### src/hdl/idbo_regs.vh
// Purpose: register map and timing constants of the input debounce block
// Assumes: 32-bit classic Wishbone, byte addresses, 100 MHz sys_clk
// Notes:   word registers, 16 bits used in select and value, 6 in status, upper bits read as zero
`ifndef IDBO_REGS_VH
`define IDBO_REGS_VH

// ****************************************
// register offsets
// ****************************************
`define IDBO_OFS_STATUS    4'h0
`define IDBO_OFS_SELECT    4'h4
`define IDBO_OFS_VALUE     4'h8

// ****************************************
// fields and reset values
// ****************************************
`define IDBO_NUM_INPUTS    6
`define IDBO_REG_WIDTH     16
`define IDBO_RST_SELECT    16'h0000
`define IDBO_RST_VALUE     16'h0000
`define IDBO_RST_STATUS    6'h00

// ****************************************
// timing
// ****************************************
`define IDBO_CLK_HZ        100000000
`define IDBO_SAMPLE_US     1000
// 1 ms at 100 MHz, sized to the 17-bit tick counter
`define IDBO_SAMPLE_CYC    17'h186A0

`endif

### src/hdl/idbo_input_debounce_override.v
// Purpose: six-input override and two-sample debounce with Wishbone regs
// Assumes: classic Wishbone slave, 32-bit data, one sys_clk domain
// Notes:   ack is a one-cycle pulse one edge after the request is seen
//          sample period is a parameter so a bench may shorten it
//          bits 15:6 of select and value are kept but drive nothing
//
// Functional notes
// - filtered levels of inputs one to six in status bits zero to five
// - new level accepted after two equal consecutive samples, 1 to 2 ms after it appears
// - status word is read-only; writes to it change nothing
// - select bit one uses forced bit, zero uses the real pin level
// - select bits zero to five map to inputs one to six
// - select and forced-value registers clear to zero on reset
// - forced value of input one in bit zero, input six in bit five
// - forced bit ignored unless that input's select bit is set
//
// Our own choices: the Wishbone slave port and the register offsets.
`timescale 1ns/10ps
`include "idbo_regs.vh"

module idbo_input_debounce_override #(
  // sys_clk cycles per sample tick; the default gives 1 ms
  parameter [16:0] SAMPLE_CYC = `IDBO_SAMPLE_CYC
) (
  // clock and reset
  input  wire        sys_clk,
  input  wire        nrst,

  // input contacts
  input  wire        input_pin_1,
  input  wire        input_pin_2,
  input  wire        input_pin_3,
  input  wire        input_pin_4,
  input  wire        input_pin_5,
  input  wire        input_pin_6,

  // wishbone slave
  input  wire        wb_cyc_i,
  input  wire        wb_stb_i,
  input  wire        wb_we_i,
  input  wire [3:0]  wb_adr_i,
  input  wire [3:0]  wb_sel_i,
  input  wire [31:0] wb_dat_i,
  output reg  [31:0] wb_dat_o,
  output reg         wb_ack_o,
  output reg         wb_err_o,

  // filtered levels
  output reg  [5:0]  debounced_input_ff
);

  // ****************************************
  // pin synchronisers
  // ****************************************
  wire [5:0] pins_raw;
  reg  [5:0] pin_meta_ff;
  reg  [5:0] pin_sync_ff;

  assign pins_raw = {input_pin_6, input_pin_5, input_pin_4,
                     input_pin_3, input_pin_2, input_pin_1};

  always @(posedge sys_clk or negedge nrst) begin
    if (!nrst) begin
      pin_meta_ff <= 6'h00;
    end else begin
      pin_meta_ff <= pins_raw;
    end
  end

  // only this stage reads the first flop, never the filter
  always @(posedge sys_clk or negedge nrst) begin
    if (!nrst) begin
      pin_sync_ff <= 6'h00;
    end else begin
      pin_sync_ff <= pin_meta_ff;
    end
  end

  // ****************************************
  // bus decode
  // ****************************************
  wire        wb_req;
  wire        hit_status;
  wire        hit_select;
  wire        hit_value;
  wire        adr_ok;
  wire        rd_req;
  wire        wr_req;
  wire        lane_lo;
  wire        lane_hi;
  wire        sel_wr_lo;
  wire        sel_wr_hi;
  wire        val_wr_lo;
  wire        val_wr_hi;

  // one wait state: ack never stands in the cycle of the request
  assign wb_req     = wb_cyc_i & wb_stb_i & ~wb_ack_o & ~wb_err_o;
  assign hit_status = (wb_adr_i == `IDBO_OFS_STATUS);
  assign hit_select = (wb_adr_i == `IDBO_OFS_SELECT);
  assign hit_value  = (wb_adr_i == `IDBO_OFS_VALUE);
  assign adr_ok     = hit_status | hit_select | hit_value;
  assign rd_req     = wb_req & ~wb_we_i & adr_ok;
  assign wr_req     = wb_req & wb_we_i & adr_ok;

  // only lanes 0 and 1 hold register bits; lanes 2 and 3 are ignored
  assign lane_lo    = wb_sel_i[0];
  assign lane_hi    = wb_sel_i[1];
  assign sel_wr_lo  = wr_req & hit_select & lane_lo;
  assign sel_wr_hi  = wr_req & hit_select & lane_hi;
  assign val_wr_lo  = wr_req & hit_value & lane_lo;
  assign val_wr_hi  = wr_req & hit_value & lane_hi;

  // ****************************************
  // override select register
  // ****************************************
  reg  [15:0] input_override_select_ff;
  reg  [15:0] nxt_select;

  always @* begin
    nxt_select = input_override_select_ff;
    if (sel_wr_lo) begin
      nxt_select[7:0] = wb_dat_i[7:0];
    end
    if (sel_wr_hi) begin
      nxt_select[15:8] = wb_dat_i[15:8];
    end
  end

  // boot and power cycle both arrive here as nrst
  always @(posedge sys_clk or negedge nrst) begin
    if (!nrst) begin
      input_override_select_ff <= `IDBO_RST_SELECT;
    end else begin
      input_override_select_ff <= nxt_select;
    end
  end

  // ****************************************
  // override value register
  // ****************************************
  reg  [15:0] input_override_value_ff;
  reg  [15:0] nxt_value;

  always @* begin
    nxt_value = input_override_value_ff;
    if (val_wr_lo) begin
      nxt_value[7:0] = wb_dat_i[7:0];
    end
    if (val_wr_hi) begin
      nxt_value[15:8] = wb_dat_i[15:8];
    end
  end

  // forced bits are kept even while their select bit is clear
  always @(posedge sys_clk or negedge nrst) begin
    if (!nrst) begin
      input_override_value_ff <= `IDBO_RST_VALUE;
    end else begin
      input_override_value_ff <= nxt_value;
    end
  end

  // ****************************************
  // status word
  // ****************************************
  // no store behind the status offset: a write is answered and dropped
  wire [31:0] status_word;

  assign status_word = {26'h0000000, debounced_input_ff};

  // ****************************************
  // read data and answer
  // ****************************************
  reg  [31:0] nxt_rdata;
  reg         nxt_ack;
  reg         nxt_err;

  always @* begin
    nxt_rdata = 32'h00000000;
    if (rd_req) begin
      case (wb_adr_i)
        `IDBO_OFS_STATUS: nxt_rdata = status_word;
        `IDBO_OFS_SELECT: nxt_rdata = {16'h0000, input_override_select_ff};
        `IDBO_OFS_VALUE:  nxt_rdata = {16'h0000, input_override_value_ff};
        default:          nxt_rdata = 32'h00000000;
      endcase
    end
  end

  // an unmapped offset gets err instead of ack, with no effect
  always @* begin
    nxt_ack = wb_req & adr_ok;
    nxt_err = wb_req & ~adr_ok;
  end

  // both answers are one-cycle pulses: wb_req is gated by them
  always @(posedge sys_clk or negedge nrst) begin
    if (!nrst) begin
      wb_ack_o <= 1'b0;
    end else begin
      wb_ack_o <= nxt_ack;
    end
  end

  always @(posedge sys_clk or negedge nrst) begin
    if (!nrst) begin
      wb_err_o <= 1'b0;
    end else begin
      wb_err_o <= nxt_err;
    end
  end

  // read data stands with ack only and is zero otherwise
  always @(posedge sys_clk or negedge nrst) begin
    if (!nrst) begin
      wb_dat_o <= 32'h00000000;
    end else begin
      wb_dat_o <= nxt_rdata;
    end
  end

  // ****************************************
  // sample tick
  // ****************************************
  reg  [16:0] tick_cnt_ff;
  reg  [16:0] nxt_tick_cnt;
  reg         tick_ff;
  wire        tick_wrap;

  // one-cycle enable pulse; the filter stays on sys_clk
  assign tick_wrap = (tick_cnt_ff == SAMPLE_CYC - 17'h00001);

  always @* begin
    if (tick_wrap) begin
      nxt_tick_cnt = 17'h00000;
    end else begin
      nxt_tick_cnt = tick_cnt_ff + 17'h00001;
    end
  end

  // restarts on reset, so the first tick is a full period late
  always @(posedge sys_clk or negedge nrst) begin
    if (!nrst) begin
      tick_cnt_ff <= 17'h00000;
    end else begin
      tick_cnt_ff <= nxt_tick_cnt;
    end
  end

  always @(posedge sys_clk or negedge nrst) begin
    if (!nrst) begin
      tick_ff <= 1'b0;
    end else begin
      tick_ff <= tick_wrap;
    end
  end

  // ****************************************
  // override and debounce per input
  // ****************************************
  reg  [5:0] last_sample_ff;
  wire [5:0] use_forced;
  wire [5:0] forced_level;
  wire [5:0] agree;

  genvar gi;
  generate
    for (gi = 0; gi < `IDBO_NUM_INPUTS; gi = gi + 1) begin : g_in
      // bit gi of select and value serves input gi+1
      assign use_forced[gi] = input_override_select_ff[gi];
      assign forced_level[gi] = use_forced[gi] ?
                                input_override_value_ff[gi] :
                                pin_sync_ff[gi];

      // a one-sample glitch never reaches the status word
      assign agree[gi] = (forced_level[gi] == last_sample_ff[gi]);

      // previous sample, refreshed on every tick
      always @(posedge sys_clk or negedge nrst) begin
        if (!nrst) begin
          last_sample_ff[gi] <= 1'b0;
        end else if (tick_ff) begin
          last_sample_ff[gi] <= forced_level[gi];
        end
      end

      // symmetric filter: rising and falling changes wait alike
      always @(posedge sys_clk or negedge nrst) begin
        if (!nrst) begin
          debounced_input_ff[gi] <= 1'b0;
        end else if (tick_ff & agree[gi]) begin
          debounced_input_ff[gi] <= forced_level[gi];
        end
      end
    end
  endgenerate

endmodule

### config.mk
export PLATFORM = sky130hd
export DESIGN_NAME = idbo_input_debounce_override
export DESIGN_NICKNAME = d
export VERILOG_FILES = /design/src/hdl/idbo_input_debounce_override.v
export VERILOG_INCLUDE_DIRS = /design/src /design/src/hdl
export SDC_FILE = /design/constraint.sdc
export NUM_CORES = 1
export LEC_CHECK = 0
export ABC_AREA = 1
export ABC_CLOCK_PERIOD_IN_PS = 2750
export BUFFER_PORTS_ARGS = -buffer_cell sky130_fd_sc_hd__buf_2
export CORE_MARGIN = 4
export CORE_UTILIZATION = 55
export CTS_CLUSTER_SIZE = 30
export DETAILED_ROUTE_END_ITERATION = 8
export PLACE_DENSITY = 0.81
export REMOVE_ABC_BUFFERS = 1
export SKIP_LAST_GASP = 1
export SLEW_MARGIN = 10
export SYNTH_ARGS = -nofsm -noshare
export SYNTH_HDL_FRONTEND = slang
export SYNTH_SLANG_ARGS = --single-unit
### constraint.sdc
create_clock -name sys_clk -period 2.75 [get_ports sys_clk]
set_input_delay 0.55 -clock sys_clk [delete_from_list [all_inputs] [get_ports sys_clk]]
set_output_delay 0.55 -clock sys_clk [all_outputs]
set_load 0.1 [all_outputs]
Word-level counts from Yosys, hierarchy flattened
Cells that the tools add are included.

Register bits: 108. Input port bits: 51. Output and inout bits: 40. Logic and storage cells: 70.

$add $sub $neg: 1. Equality and inequality tests: 9. Mux-type cells: 9. Bitwise operators: 27. Reduce and logical (&&, ||, !) cells: 1.

Operators with widths (count): $pmux 16 s3 (1); $mux 32 (1); $and 1x1->1 (21); $add 17x1->17 const B (1); $eq 17x17->1 const B (1); $mux 17 (1); $eq 1x1->1 (6); $mux 1 (6); $eq 4x3->1 const B (1); $eq 4x4->1 const B (1); $logic_not 4->1 (1); $not 1->1 (4); $or 1x1->1 (2).

Longest topological paths before layout
Depth in word-level cells: 7. Depth in mapped cells: 8. Mapped depth without buffers: 8.

Worst setup path after synthesis
Ideal clock, no wire load.

Kind: register -> register. Start point: reg wb_ack_o. End point: reg wb_dat_o[5]. Library setup time: 0.062 ns. Arrival: 1.682 ns. Required time: 2.688 ns. Slack: 1.005 ns. Stages on the path, launching flop included: 7. Buffers on the path: 1. Clock period less this slack: 1.745 ns. Cell sequence: dfrtp_1 > nor2_1 > nand2_1 > nor3_2 > buf_6 > nand2_1 > inv_1.

Word-level cells in the longest chain between the ends: 6.

RTL lines: start: declaration (line idbo_input_debounce_override.v:45) `output reg wb_ack_o,`; start signal: assignment (line idbo_input_debounce_override.v:201) `wb_ack_o <= nxt_ack;`; $not 1->1 (line idbo_input_debounce_override.v:97) `assign wb_req = wb_cyc_i & wb_stb_i & ~wb_ack_o & ~wb_err_o;`; $and 1x1->1 (2 in a row) (line idbo_input_debounce_override.v:97); $and 1x1->1 (2 in a row) (line idbo_input_debounce_override.v:102) `assign rd_req = wb_req & ~wb_we_i & adr_ok;`; $mux 32 (line idbo_input_debounce_override.v:180) `if (rd_req) begin`; net nxt_rdata[5] (line idbo_input_debounce_override.v:174) `reg [31:0] nxt_rdata;`; end signal: assignment (line idbo_input_debounce_override.v:218) `wb_dat_o <= nxt_rdata;`; end: declaration (line idbo_input_debounce_override.v:44) `output reg [31:0] wb_dat_o,`.

The timed path passes the listed nets, and every way through them passes these cells. A chain may end at the register's enable or synchronous reset.

Worst setup path in the final report
Start point: reg wb_ack_o. End point: reg input_override_value_ff[13].

Word-level cells in the longest chain between the ends: 7.

RTL lines: $not 1->1 (line idbo_input_debounce_override.v:97); $and 1x1->1 (2 in a row) (line idbo_input_debounce_override.v:97); $and 1x1->1 (2 in a row) (line idbo_input_debounce_override.v:103) `assign wr_req = wb_req & wb_we_i & adr_ok;`; $and 1x1->1 (2 in a row) (line idbo_input_debounce_override.v:111) `assign val_wr_hi = wr_req & hit_value & lane_hi;`; end signal: assignment (line idbo_input_debounce_override.v:157) `` input_override_value_ff <= `IDBO_RST_VALUE; ``; end signal: assignment (line idbo_input_debounce_override.v:159) `input_override_value_ff <= nxt_value;`; end: declaration (line idbo_input_debounce_override.v:141) `reg [15:0] input_override_value_ff;`.

No other way between the ends.

==> impl_metrics.ini <==
[outcome]
outcome = completed

[floorplanning]
placement_rows = 31
top_level_i_o_count = 91
core_area_um2 = 7292
die_span_in_y_um = 94.91
start_util_pct = 56.97
chipWidth_um = 94.91
fp.dieArea_um2 = 9007

[clocking]
cts.sink_count = 92
worst_skew_pair.late_latency_ns = 0.34
post_cts_resized = 0
clock_tree.root_cell = sky130_fd_sc_hd__clkbuf_8
clk_transition_reported_paths_ns = 0.08
cts_tree = done
cts-hold-fix-buffers = 0
numCtsBuffers = 9
htreeDepth = 3
cts_setup_buffers = 0
cts-root-to-sink-buffers = 2

[timing]
setup_viol = 0
rsz0062_at_grt = no
timing.clock.skew_ns = 0.008219
timing.final.crit_period_ns = 1.813
max_slew.worst_pin.slew_ns = 0.6776
fin_crit_sh_pct = 65.92
clock.fmax_mhz = 551.7
max_slew_margin_vs_limit_pct = 54.66
timing_hold_violations_final = 0
fin_setup_tns_ns = 0
finalMaxSlewViolations = 0
whs_ns = 0.2048

[setup_path]
path_cells = nor2_1, nand3_1, nor2_4, nand3_1, nand2_1, nand2_1
setup.worst_path.start_class = flop
critical_path.startpoint = wb_ack_o
worstPathMaxFanout = 21
worstPathRequired_ns = 2.97
critical_path_capture_point_type = flop
timing.critical_path.arrival_ns = 2.04
worst_path_largest_cell_delay_ns = 0.40
criticalPathCategory = flop to flop
rr_worst_depth = 6
critical-path-slowest-cell = sky130_fd_sc_hd__nand3_1
r2r-start = wb_ack_o

[flow_run]
maxCapViolCount = 0

[logic_synthesis]
yosys_warnings = 0
postSynthCellCount = 494
synth_seq_area_share_pct = 55.42
most_frequently_used_flop_master_after_synthesis = sky130_fd_sc_hd__dfrtp_1
netlist-cell-type-count = 27
postSynthRegisterBits = 92
async_flop_share_pct = 100.0
avgSynthCellArea_um2 = 8.409
synth_edf_count = 0
mappedNetlistArea_um2 = 4154

[detailed_routing]
drt_iter0_drc = 245
drcViolationCount = 0
wl_um = 8090
drt.antenna.violating_nets = 0
drt_pre_antenna_iters = 4
via_count_of_the_routed_design = 3297
average_wire_per_standard_cell_um = 12.41
vias_per_cell = 5.057

[global_route]
groute.usage.overall_pct = 19.48
antenna_found_initial = 0
via_count_of_the_first_global_routing_pass = 3009
global_route.overflow_total = 0
grt_first_pass_wirelength_um = 13700
grt_max_degree = 48

[power]
leakage_nw = 2.642
peakVddDrop_mv = 0.2700
power_density_nw_per_um2 = 532.5

[layout]
layout_commonest_cell = sky130_fd_sc_hd__nand2_1
design.final.nets = 601
antenna-diode-count = 0
synth_to_final_area_change_pct = 12.38
most-common-layout-cells = sky130_fd_sc_hd__nand2_1, sky130_fd_sc_hd__dfrtp_1, sky130_fd_sc_hd__buf_2
fraction_of_layout_cells_with_a_size_suffix_above_1_pct = 15.55

[place]
place.gp.congestion = 0.8496
port_buffers = 56
dpl.hpwl_um = 5454

[hold_path]
worstHoldPathType = input pin to asynchronous set/reset pin
==> path summary, 6_finish.rpt <==
kind                                                to  slack, ns
max                        input_override_value_ff[13]       0.94
min                                  last_sample_ff[3]       0.20
max reg2reg                input_override_value_ff[13]       0.94
min reg2reg                             pin_sync_ff[1]       0.35
max in group asynchronous                  wb_dat_o[9]       1.90
min in group sys_clk                    pin_meta_ff[2]       0.31
==> flip-flops by register name, summed over array words and instances (netlist names) <==
signal,count
wb_dat_o,16
debounced_input_ff,6
last_sample_ff,6
pin_sync_ff,6
wb_err_o,1
pin_meta_ff,6
tick_cnt_ff,17
wb_ack_o,1
input_override_value_ff,16
tick_ff,1
input_override_select_ff,16
==> power by group <==
| part | switching, W | internal (W) |
|---|---|---|
| Clock | 0.000436 | 0.000464 |
| Sequential | 0.00000861 | 0.00137 |
| Combinational | 0.000176 | 0.0000314 |
| Total | 0.000621 | 0.00186 |
==> critical path: cells and delay by family, from the launching register on <==
family / cells / cell delay (ns)
AND/OR/NAND/NOR: 6 / 1.31
flip-flops: 1 / 0.38
==> Yosys cell counts, types with 2 or more instances <==
cell type	n	share of area (%)
sky130_fd_sc_hd__nor2_2	2	0.30
sky130_fd_sc_hd__nor2_1	38	3.4
sky130_fd_sc_hd__dfrtp_1	92	55
sky130_fd_sc_hd__nand2_1	178	16
sky130_fd_sc_hd__nand3_1	23	2.8
sky130_fd_sc_hd__nor3_1	2	0.24
sky130_fd_sc_hd__xor2_1	4	0.84
sky130_fd_sc_hd__a21boi_0	5	0.90
sky130_fd_sc_hd__o31ai_1	5	0.90
sky130_fd_sc_hd__o21ai_0	14	1.7
sky130_fd_sc_hd__buf_4	17	3.1
sky130_fd_sc_hd__clkbuf_1	5	0.45
sky130_fd_sc_hd__buf_2	9	1.1
sky130_fd_sc_hd__nand4_1	35	5.3
sky130_fd_sc_hd__inv_1	50	4.5
sky130_fd_sc_hd__nor2_4	4	1.1
==> cell families (layout without fill, tap and decap cells) <==
logic type,after synthesis,in the layout,share of synthesized area (%)
other cells,1,16,0.09027
fa+ha+maj,1,1,0.3012
xor+xnor,4,4,0.8433
buf+inv,84,128,9.578
compound gates,29,29,4.338
flops,92,92,55.42
simple gates,283,283,29.43
==> per-stage QoR <==
step / cell area [um2] / utilization, % / std cells / setup WS, ns / power [W]
finish: 4668 / 64.02 / 652 / 0.9373 / 0.002486
global route: 4668 / 64.02 / 652 / 0.7238 / 0.002582
CTS: 4668 / 64.02 / 652 / 0.9340 / 0.002509
detailed placement: 4468 / 61.27 / 637 / 0.6513 / 0.001614
global placement: 4468 / 61.27 / 637 / 0.7008 / 0.001611
floorplan: 4004 / - / 476 / 0.6314 / 0.001535
==> metal layers <==
layer	routed length (um)	GRT usage [%]	share of wire (%)	vias to the layer above
met5	0	0	0	-
met3	562	5.100	6.9	10
li1	-	-	-	1640
met4	75	4.087	0.93	0
met2	3967	33.76	49	106
met1	3485	24.63	43	1541
==> cell type report <==
| class | instances | area [um2] |
|---|---|---|
| clock buffer | 11 | 151.4 |
| inverter | 51 | 191.4 |
| tap | 99 | 123.9 |
| sequential | 92 | 2302 |
| multi-input combinational | 333 | 1510 |
| timing repair buffer | 62 | 340.3 |
| clock inverter | 4 | 48.80 |
| fill | 630 | 2624 |
Power figures use the tool's default switching activity.
